--- src/core/dmarc_pkg.sv ---
// Constants shared by the four-channel request controller: register map, fields and codes.
// Assumes a 32-bit APB register port and a 16-bit data address space.
package dmarc_pkg;

  // ****************************************************************
  // Sizes
  // ****************************************************************
  localparam int NUM_CH    = 4;
  localparam int NUM_SRC   = 256;
  localparam int SEL_W     = 8;
  localparam int ADDR_W    = 16;
  localparam int APB_AW    = 12;
  localparam int CNT_W     = 16;

  // ****************************************************************
  // Register map: one 32-byte window per channel
  // ****************************************************************
  localparam logic [2:0] REG_CTRL  = 3'h0;  // Byte offset 0x00 in window.
  localparam logic [2:0] REG_REQ   = 3'h1;  // Byte offset 0x04, request select.
  localparam logic [2:0] REG_STA   = 3'h2;  // Byte offset 0x08, first start address.
  localparam logic [2:0] REG_STB   = 3'h3;  // Byte offset 0x0C, second start address.
  localparam logic [2:0] REG_PAD   = 3'h4;  // Byte offset 0x10, peripheral address.
  localparam logic [2:0] REG_CNT   = 3'h5;  // Byte offset 0x14, elements per block.
  localparam logic [2:0] REG_STAT  = 3'h6;  // Byte offset 0x18, status (read only).

  // ****************************************************************
  // Control fields
  // ****************************************************************
  localparam int CTL_EN    = 0;
  localparam int CTL_DIR   = 1;  // 1: memory to peripheral.
  localparam int CTL_WORD  = 2;  // 1: 16-bit element.
  localparam int CTL_AM_LO = 3;  // Two-bit addressing mode.
  localparam int CTL_BM_LO = 5;  // Two-bit block mode.
  localparam int CTL_HALF  = 7;  // 1: interrupt at half block.
  localparam int CTL_SOFT  = 8;  // Write 1 to start one element.
  localparam int CTL_W     = 8;  // Stored control bits [7:0].

  localparam logic [1:0] AM_POSTINC = 2'h0;
  localparam logic [1:0] AM_FIXED   = 2'h1;
  localparam logic [1:0] AM_PERIPH  = 2'h2;

  localparam int BM_REPEAT = 0;  // Bit in block mode field.
  localparam int BM_PPONG  = 1;  // Bit in block mode field.

  localparam logic [SEL_W-1:0] SRC_EXT_EXTERNAL_INTERRUPT_ZERO = 8'h00;  // Code for external_interrupt_zero.
  localparam logic [CTL_W-1:0] CTRL_RST     = 8'h00;
  localparam logic [CNT_W-1:0] CNT_RST      = 16'h0001;

endpackage : dmarc_pkg

--- src/core/dmarc_top.sv ---
// Four-channel direct memory access request controller with an APB register port.
// Assumes peripheral request pulses and the element mover run on pclk.
//
// What this block does
// Timer and external interrupts trigger channel moves.
// Each channel moves data one direction only.
// Software uses two channels for both directions.
// Fixed channel-number priority; losers stay pending.
// Block finish raises an interrupt to CPU.
// Interrupt at half or full block, selectable.
// Element size is byte or word.
// Post-increment mode advances address per element.
// Fixed mode keeps memory address constant.
// Peripheral-indirect mode uses peripheral-supplied address.
// Start by software write or peripheral request.
// One-shot stops; auto-repeat restarts block.
// Ping-pong alternates two start addresses per block.
// Eight-bit source select; zero is external interrupt.
// Input capture two uses its buffer address.
// Output compare one targets compare registers.
// First serial receiver uses receive register.
// First serial transmitter uses transmit register.
// CAN receive uses receive data address.
// CAN transmit uses transmit data address.
// Analog converter uses first result buffer.
// Lowest channel number wins among pending.
`timescale 1ns/1ps
`default_nettype none

module dmarc_top
  import dmarc_pkg::*;
#(
  parameter int NCH  = dmarc_pkg::NUM_CH,
  parameter int NSRC = dmarc_pkg::NUM_SRC
) (
  input  wire logic                         pclk,
  input  wire logic                         presetn,
  input  wire logic                         psel,
  input  wire logic                         penable,
  input  wire logic                         pwrite,
  input  wire logic [dmarc_pkg::APB_AW-1:0] paddr,
  input  wire logic [31:0]                  pwdata,
  output logic      [31:0]                  prdata,
  output logic                              pready,
  output logic                              pslverr,
  input  wire logic [NSRC-1:0]              src_req,
  input  wire logic [dmarc_pkg::ADDR_W-1:0] periph_mem_addr,
  output logic                              xfer_valid,
  input  wire logic                         xfer_ready,
  output logic [$clog2(NCH)-1:0]            xfer_chan,
  output logic                              xfer_to_periph,
  output logic                              xfer_word,
  output logic [dmarc_pkg::ADDR_W-1:0]      xfer_mem_addr,
  output logic [dmarc_pkg::ADDR_W-1:0]      xfer_periph_addr,
  output logic [NCH-1:0]                    block_irq
);
  import dmarc_pkg::*;

  localparam int CHW = $clog2(NCH);

  // ****************************************************************
  // Helpers
  // ****************************************************************

  // Picks the lowest-numbered set bit; channel 0 has the highest priority.
  function automatic logic [CHW-1:0] dmarc_lowest(input logic [NCH-1:0] v);
    logic [CHW-1:0] idx;
    idx = '0;
    for (int i = NCH - 1; i >= 0; i--) begin
      if (v[i]) begin
        idx = CHW'(i);
      end
    end
    return idx;
  endfunction : dmarc_lowest

  // ****************************************************************
  // State
  // ****************************************************************
  logic [CTL_W-1:0]  ctrl_ff [NCH];
  logic [CTL_W-1:0]  nxt_ctrl [NCH];
  logic [SEL_W-1:0]  rsel_ff [NCH];
  logic [SEL_W-1:0]  nxt_rsel [NCH];
  logic [ADDR_W-1:0] sta_ff [NCH];
  logic [ADDR_W-1:0] nxt_sta [NCH];
  logic [ADDR_W-1:0] stb_ff [NCH];
  logic [ADDR_W-1:0] nxt_stb [NCH];
  logic [ADDR_W-1:0] pad_ff [NCH];
  logic [ADDR_W-1:0] nxt_pad [NCH];
  logic [CNT_W-1:0]  cnt_ff [NCH];
  logic [CNT_W-1:0]  nxt_cnt [NCH];
  logic [CNT_W-1:0]  done_ff [NCH];
  logic [CNT_W-1:0]  nxt_done [NCH];
  logic [ADDR_W-1:0] offs_ff [NCH];
  logic [ADDR_W-1:0] nxt_offs [NCH];
  logic [NCH-1:0]    pend_ff;
  logic [NCH-1:0]    nxt_pend;
  logic [NCH-1:0]    pp_ff;
  logic [NCH-1:0]    nxt_pp;
  logic [NCH-1:0]    irq_ff;
  logic [NCH-1:0]    nxt_irq;
  logic [NSRC-1:0]   src_prev_ff;
  logic              busy_ff;
  logic              nxt_busy;
  logic [CHW-1:0]    gch_ff;
  logic [CHW-1:0]    nxt_gch;
  logic              dir_ff;
  logic              nxt_dir;
  logic              word_ff;
  logic              nxt_word;
  logic [ADDR_W-1:0] maddr_ff;
  logic [ADDR_W-1:0] nxt_maddr;
  logic [ADDR_W-1:0] paddr_ff;
  logic [ADDR_W-1:0] nxt_paddr;
  logic [31:0]       rdata_ff;
  logic [31:0]       nxt_rdata;

  logic              win_ok;
  logic [CHW-1:0]    win_ch;
  logic [2:0]        win_reg;
  logic              wr_en;
  logic              done_evt;
  logic [NCH-1:0]    ready_ch;
  logic [CHW-1:0]    pick;

  // ****************************************************************
  // APB decode
  // ****************************************************************

  // Each channel owns a 32-byte window starting at channel times 0x20.
  always_comb begin
    win_ch  = paddr[5 +: CHW];
    win_reg = paddr[4:2];
    win_ok  = (paddr[APB_AW-1:5] < (APB_AW-5)'(NCH)) && (paddr[1:0] == 2'h0)
              && (win_reg <= REG_STAT);
  end

  // The port never inserts wait states; an error shows only in the access phase.
  assign pready  = 1'b1;
  assign pslverr = psel & penable & ~win_ok;
  assign prdata  = rdata_ff;
  assign wr_en   = psel & penable & pwrite & win_ok;

  // Read data is captured during the setup cycle so the access phase needs no wait.
  always_comb begin
    nxt_rdata = rdata_ff;
    if (psel && !penable) begin
      nxt_rdata = 32'h0000_0000;
      if (win_ok && !pwrite) begin
        case (win_reg)
          REG_CTRL: nxt_rdata = {24'h00_0000, ctrl_ff[win_ch]};
          REG_REQ:  nxt_rdata = {24'h00_0000, rsel_ff[win_ch]};
          REG_STA:  nxt_rdata = {16'h0000, sta_ff[win_ch]};
          REG_STB:  nxt_rdata = {16'h0000, stb_ff[win_ch]};
          REG_PAD:  nxt_rdata = {16'h0000, pad_ff[win_ch]};
          REG_CNT:  nxt_rdata = {16'h0000, cnt_ff[win_ch]};
          REG_STAT: nxt_rdata = {done_ff[win_ch], 13'h0000, pp_ff[win_ch],
                                 busy_ff && (gch_ff == win_ch), pend_ff[win_ch]};
          default:  nxt_rdata = 32'h0000_0000;
        endcase
      end
    end
  end

  // ****************************************************************
  // Channel registers, request capture and block sequencing
  // ****************************************************************

  // An element completes at the edge where the mover accepts it.
  assign done_evt = busy_ff & xfer_ready;

  // Per-channel next state; hardware clears come first so that a set wins over them, and a software disable comes last and wins over any set.
  always_comb begin
    nxt_pend = pend_ff;
    nxt_pp   = pp_ff;
    nxt_irq  = '0;
    for (int c = 0; c < NCH; c++) begin
      nxt_ctrl[c] = ctrl_ff[c];
      nxt_rsel[c] = rsel_ff[c];
      nxt_sta[c]  = sta_ff[c];
      nxt_stb[c]  = stb_ff[c];
      nxt_pad[c]  = pad_ff[c];
      nxt_cnt[c]  = cnt_ff[c];
      nxt_done[c] = done_ff[c];
      nxt_offs[c] = offs_ff[c];
      // Completion of one element updates count, address and block mode.
      if (done_evt && (gch_ff == CHW'(c))) begin
        nxt_pend[c] = 1'b0;
        nxt_done[c] = done_ff[c] + 16'h0001;
        if (ctrl_ff[c][CTL_AM_LO +: 2] == AM_POSTINC) begin
          nxt_offs[c] = offs_ff[c] + (ctrl_ff[c][CTL_WORD] ? 16'h0002 : 16'h0001);
        end else begin
          nxt_offs[c] = offs_ff[c];
        end
        if (ctrl_ff[c][CTL_HALF] && (nxt_done[c] == (cnt_ff[c] >> 1))) begin
          nxt_irq[c] = 1'b1;
        end
        if (nxt_done[c] >= cnt_ff[c]) begin
          nxt_done[c] = 16'h0000;
          nxt_offs[c] = 16'h0000;
          nxt_irq[c]  = ~ctrl_ff[c][CTL_HALF];
          if (ctrl_ff[c][CTL_BM_LO + BM_PPONG]) begin
            nxt_pp[c] = ~pp_ff[c];
          end
          if (!ctrl_ff[c][CTL_BM_LO + BM_REPEAT]) begin
            nxt_ctrl[c][CTL_EN] = 1'b0;
          end
        end
      end
      // A selected source edge queues one element for an enabled channel.
      if (ctrl_ff[c][CTL_EN] && src_req[rsel_ff[c]] && !src_prev_ff[rsel_ff[c]]) begin
        nxt_pend[c] = 1'b1;
      end
      // Software writes: configuration and a one-element manual start.
      if (wr_en && (win_ch == CHW'(c))) begin
        case (win_reg)
          REG_CTRL: begin
            nxt_ctrl[c] = pwdata[CTL_W-1:0];
            if (pwdata[CTL_SOFT] && pwdata[CTL_EN]) begin
              nxt_pend[c] = 1'b1;
            end
            if (!pwdata[CTL_EN]) begin
              nxt_done[c] = 16'h0000;
              nxt_offs[c] = 16'h0000;
              nxt_pp[c]   = 1'b0;
              // A disabled channel drops its queued element so a later enable starts clean.
              nxt_pend[c] = 1'b0;
            end
          end
          REG_REQ:  nxt_rsel[c] = pwdata[SEL_W-1:0];
          REG_STA:  nxt_sta[c]  = pwdata[ADDR_W-1:0];
          REG_STB:  nxt_stb[c]  = pwdata[ADDR_W-1:0];
          REG_PAD:  nxt_pad[c]  = pwdata[ADDR_W-1:0];
          REG_CNT:  nxt_cnt[c]  = pwdata[CNT_W-1:0];
          default:  nxt_cnt[c]  = cnt_ff[c];
        endcase
      end
    end
  end

  // ****************************************************************
  // Arbitration and element issue
  // ****************************************************************

  // Only enabled channels with a queued element take part in arbitration.
  always_comb begin
    for (int c = 0; c < NCH; c++) begin
      ready_ch[c] = pend_ff[c] & ctrl_ff[c][CTL_EN];
    end
    pick = dmarc_lowest(ready_ch);
  end

  // One element is in flight at a time; losers keep their pending flag.
  always_comb begin
    nxt_busy  = busy_ff;
    nxt_gch   = gch_ff;
    nxt_dir   = dir_ff;
    nxt_word  = word_ff;
    nxt_maddr = maddr_ff;
    nxt_paddr = paddr_ff;
    if (done_evt) begin
      nxt_busy = 1'b0;
    end else if (!busy_ff && (ready_ch != '0)) begin
      nxt_busy  = 1'b1;
      nxt_gch   = pick;
      nxt_dir   = ctrl_ff[pick][CTL_DIR];
      nxt_word  = ctrl_ff[pick][CTL_WORD];
      nxt_paddr = pad_ff[pick];
      if (ctrl_ff[pick][CTL_AM_LO +: 2] == AM_PERIPH) begin
        nxt_maddr = periph_mem_addr;
      end else begin
        // The sum wraps inside the 16-bit space; a block must not cross the top.
        nxt_maddr = (pp_ff[pick] ? stb_ff[pick] : sta_ff[pick]) + offs_ff[pick];
      end
    end
  end

  // Element outputs come from registers, so they stay stable while an element waits.
  assign xfer_valid       = busy_ff;
  assign xfer_chan        = gch_ff;
  assign xfer_to_periph   = dir_ff;
  assign xfer_word        = word_ff;
  assign xfer_mem_addr    = maddr_ff;
  assign xfer_periph_addr = paddr_ff;
  assign block_irq        = irq_ff;

  // ****************************************************************
  // Registers
  // ****************************************************************

  // All state registers of the controller.
  always_ff @(posedge pclk or negedge presetn) begin
    if (!presetn) begin
      for (int c = 0; c < NCH; c++) begin
        ctrl_ff[c] <= CTRL_RST;
        rsel_ff[c] <= SRC_EXT_EXTERNAL_INTERRUPT_ZERO;
        sta_ff[c]  <= '0;
        stb_ff[c]  <= '0;
        pad_ff[c]  <= '0;
        cnt_ff[c]  <= CNT_RST;
        done_ff[c] <= '0;
        offs_ff[c] <= '0;
      end
      pend_ff     <= '0;
      pp_ff       <= '0;
      irq_ff      <= '0;
      src_prev_ff <= '0;
      busy_ff     <= 1'b0;
      gch_ff      <= '0;
      dir_ff      <= 1'b0;
      word_ff     <= 1'b0;
      maddr_ff    <= '0;
      paddr_ff    <= '0;
      rdata_ff    <= 32'h0000_0000;
    end else begin
      for (int c = 0; c < NCH; c++) begin
        ctrl_ff[c] <= nxt_ctrl[c];
        rsel_ff[c] <= nxt_rsel[c];
        sta_ff[c]  <= nxt_sta[c];
        stb_ff[c]  <= nxt_stb[c];
        pad_ff[c]  <= nxt_pad[c];
        cnt_ff[c]  <= nxt_cnt[c];
        done_ff[c] <= nxt_done[c];
        offs_ff[c] <= nxt_offs[c];
      end
      pend_ff     <= nxt_pend;
      pp_ff       <= nxt_pp;
      irq_ff      <= nxt_irq;
      src_prev_ff <= src_req;
      busy_ff     <= nxt_busy;
      gch_ff      <= nxt_gch;
      dir_ff      <= nxt_dir;
      word_ff     <= nxt_word;
      maddr_ff    <= nxt_maddr;
      paddr_ff    <= nxt_paddr;
      rdata_ff    <= nxt_rdata;
    end
  end

endmodule : dmarc_top

`default_nettype wire

--- config.mk ---
export PLATFORM = sky130hd
export DESIGN_NAME = dmarc_top
export DESIGN_NICKNAME = d
export VERILOG_FILES = /design/src/core/dmarc_pkg.sv /design/src/core/dmarc_top.sv
export SDC_FILE = /design/constraint.sdc
export NUM_CORES = 2
export LEC_CHECK = 0
export BUFFER_PORTS_ARGS = -buffer_cell sky130_fd_sc_hd__buf_2
export CAP_MARGIN = 25
export CORE_MARGIN = 5
export CORE_UTILIZATION = 40
export DETAILED_ROUTE_END_ITERATION = 10
export MAX_ROUTING_LAYER = met4
export SYNTH_ARGS = -nofsm -noshare
export SYNTH_HDL_FRONTEND = slang
export SYNTH_SLANG_ARGS = --single-unit
--- constraint.sdc ---
create_clock -name pclk -period 5.75 [get_ports pclk]
set_clock_uncertainty 0.15 [all_clocks]
set_input_delay 0.575 -clock pclk [delete_from_list [all_inputs] [get_ports pclk]]
set_output_delay 0.575 -clock pclk [all_outputs]
set_load 0.05 [all_outputs]
== Word-level counts from Yosys, hierarchy flattened ==
Index checks and enable logic that the tools add are counted.

* Register bits after elaboration: 785
* Input bits: 322
* Output and inout bits: 75

* Add/sub/neg operators: 9
* Magnitude comparators: 14
* Equality and inequality tests: 18
* Mux-type cells: 196
* Bitwise gates (word level): 21
* Reductions and logical operators: 69

{| class="wikitable"
|+ Operator list
! kind !! count
|-
| 16-bit two-way mux || 64
|-
| 16-bit binary-select mux with 2-bit select || 9
|-
| 32-bit one-hot mux with 7 select lines || 1
|-
| 1-bit two-way mux || 93
|-
| 16-bit by 1-bit adder with 16-bit output, second input constant || 4
|-
| 16-bit by 2-bit adder with 16-bit output || 4
|-
| 1-bit binary-select mux with 8-bit select || 8
|-
| 16-bit by 15-bit equality test with 1-bit output || 4
|-
| 16-bit greater-or-equal comparator || 4
|-
| 2-bit AND reduction || 25
|-
| 8-bit binary-select mux with 2-bit select || 3
|-
| 8-bit by 9-bit < comparator with 1-bit output, second input constant || 4
|-
| 32-bit two-way mux || 1
|-
| 8-bit two-way mux || 4
|-
| 1-bit logical AND || 27
|-
| 16-bit adder || 1
|-
| 2-bit two-way mux || 8
|-
| 2-bit zero test || 7
|-
| 2-bit equality test, second input constant || 5
|-
| 5-bit two-way mux || 2
|-
| 1-bit inverter || 10
|-
| 1-bit AND || 9
|-
| 3-bit equality test, second input constant || 3
|-
| 1-bit zero test || 7
|-
| 13 further kinds || 20
|}

== Depth between registers and ports, before layout ==
* Depth in word-level cells: 12
* Mapped depth: 22
* Depth with buffers taken out: 19

== Worst setup path before layout ==
No wires, ideal clock.

* Path kind: register to register
* Start: register ctrl_ff[24] (netlist bit)
* End: register maddr_ff[14] (netlist: xfer_mem_addr[14])
* Arrival time: 4039 ps
* Path slack: 1478 ps
* Cell stages (with the launch flop): 23
* Clock period less this slack: 4272 ps
* Path through: dfrtp_1 -> a22oi_1 -> nor2b_1 -> buf_2 -> mux2i_1 -> mux2_2 -> clkbuf_1 -> clkbuf_1 -> nand2_1 -> nand3_1 -> nand3_1 -> o21ai_0 -> ha_1 -> fa_1 -> a21o_1 -> a21o_1 -> a21oi_1 -> o211a_1 -> nor3_1 -> a31oi_1 -> xnor2_1 -> mux2i_1 -> o21ai_0

* Cells in the longest elaborated chain, start to end: 9
* Elaborated cells on any way between the ends: 24
* Classes of those cells: 1 x add/sub; 1 x eq/ne; 17 x mux; 2 x bitwise; 3 x reduce/logical

{| class="wikitable"
|+ RTL lines
! what !! line !! source
|-
| start, declared || dmarc_top.sv:80 || <nowiki>logic [CTL_W-1:0] ctrl_ff [NCH];</nowiki>
|-
| start signal, assigned by index || dmarc_top.sv:317 || <nowiki>ctrl_ff[c] <= nxt_ctrl[c];</nowiki>
|-
| 1-bit AND * || dmarc_top.sv:248 || <nowiki>ready_ch[c] = pend_ff[c] & ctrl_ff[c][CTL_EN];</nowiki>
|-
| 2-bit two-way mux || dmarc_top.sv:70 || <nowiki>if (v[i]) begin</nowiki>
|-
| 2-bit inverter with 3-bit output (not written as such) || dmarc_top.sv:269, dmarc_top.sv:273 ||
|-
| 16-bit binary-select mux with 2-bit select || dmarc_top.sv:273 || <nowiki>nxt_maddr = (pp_ff[pick] ? stb_ff[pick] : sta_ff[pick]) + offs_ff[pick];</nowiki>
|-
| 16-bit two-way mux (not written as such) (2 in a row) || dmarc_top.sv:273 ||
|-
| 16-bit two-way mux || dmarc_top.sv:273 ||
|-
| 16-bit adder || dmarc_top.sv:273 ||
|-
| 16-bit two-way mux || dmarc_top.sv:269 || <nowiki>if (ctrl_ff[pick][CTL_AM_LO +: 2] == AM_PERIPH) begin</nowiki>
|-
| end signal, assigned || dmarc_top.sv:334 || <nowiki>maddr_ff <= nxt_maddr;</nowiki>
|-
| end, declared || dmarc_top.sv:111 || <nowiki>logic [ADDR_W-1:0] maddr_ff;</nowiki>
|}

Mark *: on every way between the ends. The rest lies on a longest branch, timed or not. The select of a mux whose other input is x is not followed.
A chain may end at the register's enable or synchronous reset.

== Final worst setup path ==
* Start: register ctrl_ff[24] (netlist bit)
* End: register maddr_ff[15] (netlist: xfer_mem_addr[15])

The elaborated chain is that of the path after synthesis.

==> flow_summary.yaml <==
run_status:
  status: "finished clean"
placement:
  pre_cts_ws_ps: 323
  dp_hpwl_um: 113000
  place.gp.congestion: 0.909
  io_buffer_count: 379
synthesis:
  synth_cells: 4025
  synth.largest_area_cell: "dfrtp_1"
  post-synth-top-area-fraction_pct: 41.9
  syn_nets: 4443
  synth_top_family_by_area: "multiplexers"
  syn_area_sq_mm: 0.0467
  synth.top_cells.by_count: "781 x dfrtp_1, 415 x nand2_1, 372 x mux4_2, 296 x mux2_2, 270 x nor2_1"
  yosys.area_share.simple_pct: 13.8
  ys_warn_count: 0
  synthXorXnorAreaFrac_pct: 3.77
  synth_adder_area_share_pct: 2.65
  synth_most_common_cell: "dfrtp_1"
  synthArstFlopShare_pct: 100
  synthMuxAreaShare_pct: 27.7
  ys_top_cells_by_area: "dfrtp_1 42%, mux4_2 18%, mux2_2 7.1%"
  synth_edf_count: 0
  ys_types: 78
  avgSynthCellArea_sq_um: 11.6
  synth_compound_area_share_pct: 6.47
  ys_seq_area_share_pct: 42.1
  ys_ff_latch: 785
  synthFlopType: "dfrtp_1"
clock_tree:
  cts-buffers-inserted: 88
  cts_root_buf: "clkbuf_16"
  post_cts_buffers: 0
  clk_pin_slew_ps: 60
  clock_latency_ps: 690
  cts.sinks: 785
  htreeDepth: 3
  cts_tree: "built"
  clk_path_buf_depth: 3
final_layout:
  n_fill_cell: 10300
  layout-drive-gt1-share_pct: 28.7
  final_nets: 5000
  final_core_util_pct: 48.3
  multiInputGateArea_sq_mm: 0.0255
  syn_to_final_growth_pct: 20.1
  seqCellArea_sq_mm: 0.0197
drt:
  firstDrtPassIters: 8
  antenna_left: 0
  via_count: 36400
  initialDrtViolationCount: 3756
  vias_per_cell: 5.88
  wl_um: 161000
  drc_errors: 0
  drt-wirelength-per-cell_um: 26.0
floorplanning:
  rows: 125
  start_util_pct: 40.2
  die_h_um: 352
  pin_count: 397
  die_x_um: 352
  core_area_sq_mm: 0.116
  dieArea_sq_mm: 0.124
power:
  p_leak_nw: 24.8
  power_mw: 12.7
  powerDensity_mw_per_mm2: 227
  p_seq_share_pct: 44.4
  switching_share_pct: 24.7
  p_comb_share_pct: 8.4
  clkPwrFrac_pct: 47.2
  intPower_mw: 9.60
  switching_power_mw: 3.15
  ir_worst_vdd_v: 0.000286
critical_path:
  cp.required_ps: 6120
  path_class: "flop to flop"
  endpoint_kind: "flop"
  cpLargestDelayFamily: "compound AO/OA/AOI/OAI gates"
  critPathSlowestCell: "dfrtp_1"
  startpoint_type: "flop"
  cp_data_arrival_time_ps: 5730
  critPathBufInv: 1
  critPathMaxFanout: 42
  max_stage_delay_ps: 480
  path_cells: "a22oi_1, nor2b_4, mux2i_1, mux2_2, buf_4, nand2_1, nand3_1, nand3_1, o21ai_0, ha_1, a211oi_1, o21bai_1, o211ai_1, nor4b_2, o31a_1, a21oi_1, xnor2_1, mux2i_1, a21oi_1"
global_routing:
  grt_pass1_wl_um: 242000
  grtUsageTotal_pct: 26.8
  grt-ovfl-total: 0
  grt_pass1_vias: 36700
  antenna_found_initial: 15
  grt_max_degree: 162
hold_path:
  hp-class: "input port to flop"
sta:
  worstMarginPinSlew_ps: 1110
  fin_crit_ps: 5360
  tns_ps: 0
  hold_ws_ps: 32.9
  finalHoldViolCount: 0
  rsz0062_at_grt: "false"
  setup_viol: 0
  slew_headroom_pct: 25.1
  fin_ws_ps: 390
  final-max-slew-violation-count: 0
  fin_crit_sh_pct: 93.2
  max_freq_mhz: 187
flow_run:
  drv_cap: 0
cell usage in the layout (no fill, tap or decap), types with 31 or more instances in the layout:
master	instances
nand2_1	414
ha_1	91
xor2_1	91
and3_1	31
o21ai_0	133
dfrtp_1	771
dlygate4sd3_1	257
mux2i_1	35
nand3_1	162
a21oi_1	104
nor2b_1	174
mux4_1	32
clkbuf_16	88
nand2b_1	114
inv_1	138
xnor2_1	110
nor2_1	269
a22oi_1	60
buf_2	376
mux2_2	296
nand4_1	34
mux4_2	372
nor3_1	50
buf_4	74
metrics by stage:
step                std cells  cell area (sq um)
finish                   6189              56100
global route             6187              56000
CTS                      6170              55900
detailed placement       5755              50300
global placement         5750              50200
floorplan                4025              46700
worst paths after layout:
path,start,endpoint,slack (ps),cells past startpoint
worst min-delay path,periph_mem_addr[5],xfer_mem_addr[5],30,3
min in group asynchronous,presetn,xfer_mem_addr[1],420,2
worst max-delay path,ctrl_ff[24],xfer_mem_addr[15],390,19
max in group asynchronous,presetn,xfer_periph_addr[4],3670,3
worst max register to register,ctrl_ff[24],xfer_mem_addr[15],390,19
worst min register to register,xfer_periph_addr[12],xfer_periph_addr[12],320,2
sequential cells by signal, summed over array words and instances (netlist names), 2 cells and up:
register	count
offs_ff	64
pad_ff	64
prdata	32
xfer_mem_addr	16
block_irq	4
rsel_ff	32
sta_ff	64
xfer_chan	2
src_prev_ff	256
xfer_periph_addr	16
pend_ff	4
stb_ff	64
done_ff	64
cnt_ff	64
pp_ff	4
ctrl_ff	32
tightest hold or removal path, stage by stage:
cell and delay, ps:
buf_2 80, mux2i_1 50, o21ai_0 120
layer usage:
layer | part of all wire (%) | wire length [um] | GRT usage (%)
met5 | 0 | 0 | -
met4 | 4.6 | 7350 | 10.5
met3 | 8.3 | 13400 | 5.03
met2 | 47 | 74900 | 41.5
met1 | 41 | 65100 | 35.2
cells by family (layout without fill, tap and decap cells):
group,Yosys count,after routing
muxes,736,736
xor gates and xnor gates,201,201
buffers and inverters,398,1023
and+or+nand+nor,1336,1336
other,1,16
adders and majority gates,96,96
DFF,785,785
AOI/OAI and AO/OA,472,472
repair_timing:
action | CTS | global route
hold buffers | 257 | 0
gates resized for setup | 0 | 1
endpoints found under the hold margin | 343 | 0
endpoints found under the setup margin | 0 | 3
area by class of cell:
type,instances,area share (%)
Antenna cell,15,0.0670
Clock buffer,111,4.37
Clock inverter,47,1.10
Inverter,140,0.946
Multi-Input combinational cell,2842,45.5
Sequential cell,785,35.1
Tap cell,1524,3.40
Timing Repair Buffer,725,9.56
power groups by stage:
stage	logic, mW	registers (mW)	clock network (mW)
final	1.07	5.66	6.01
after global routing	1.15	5.67	6.31
after CTS	1.06	5.66	6.10
after detailed placement	0.920	5.76	0
after global placement	0.907	5.76	0
after floorplan	0.455	5.75	0
Power figures use the tool's default switching activity.
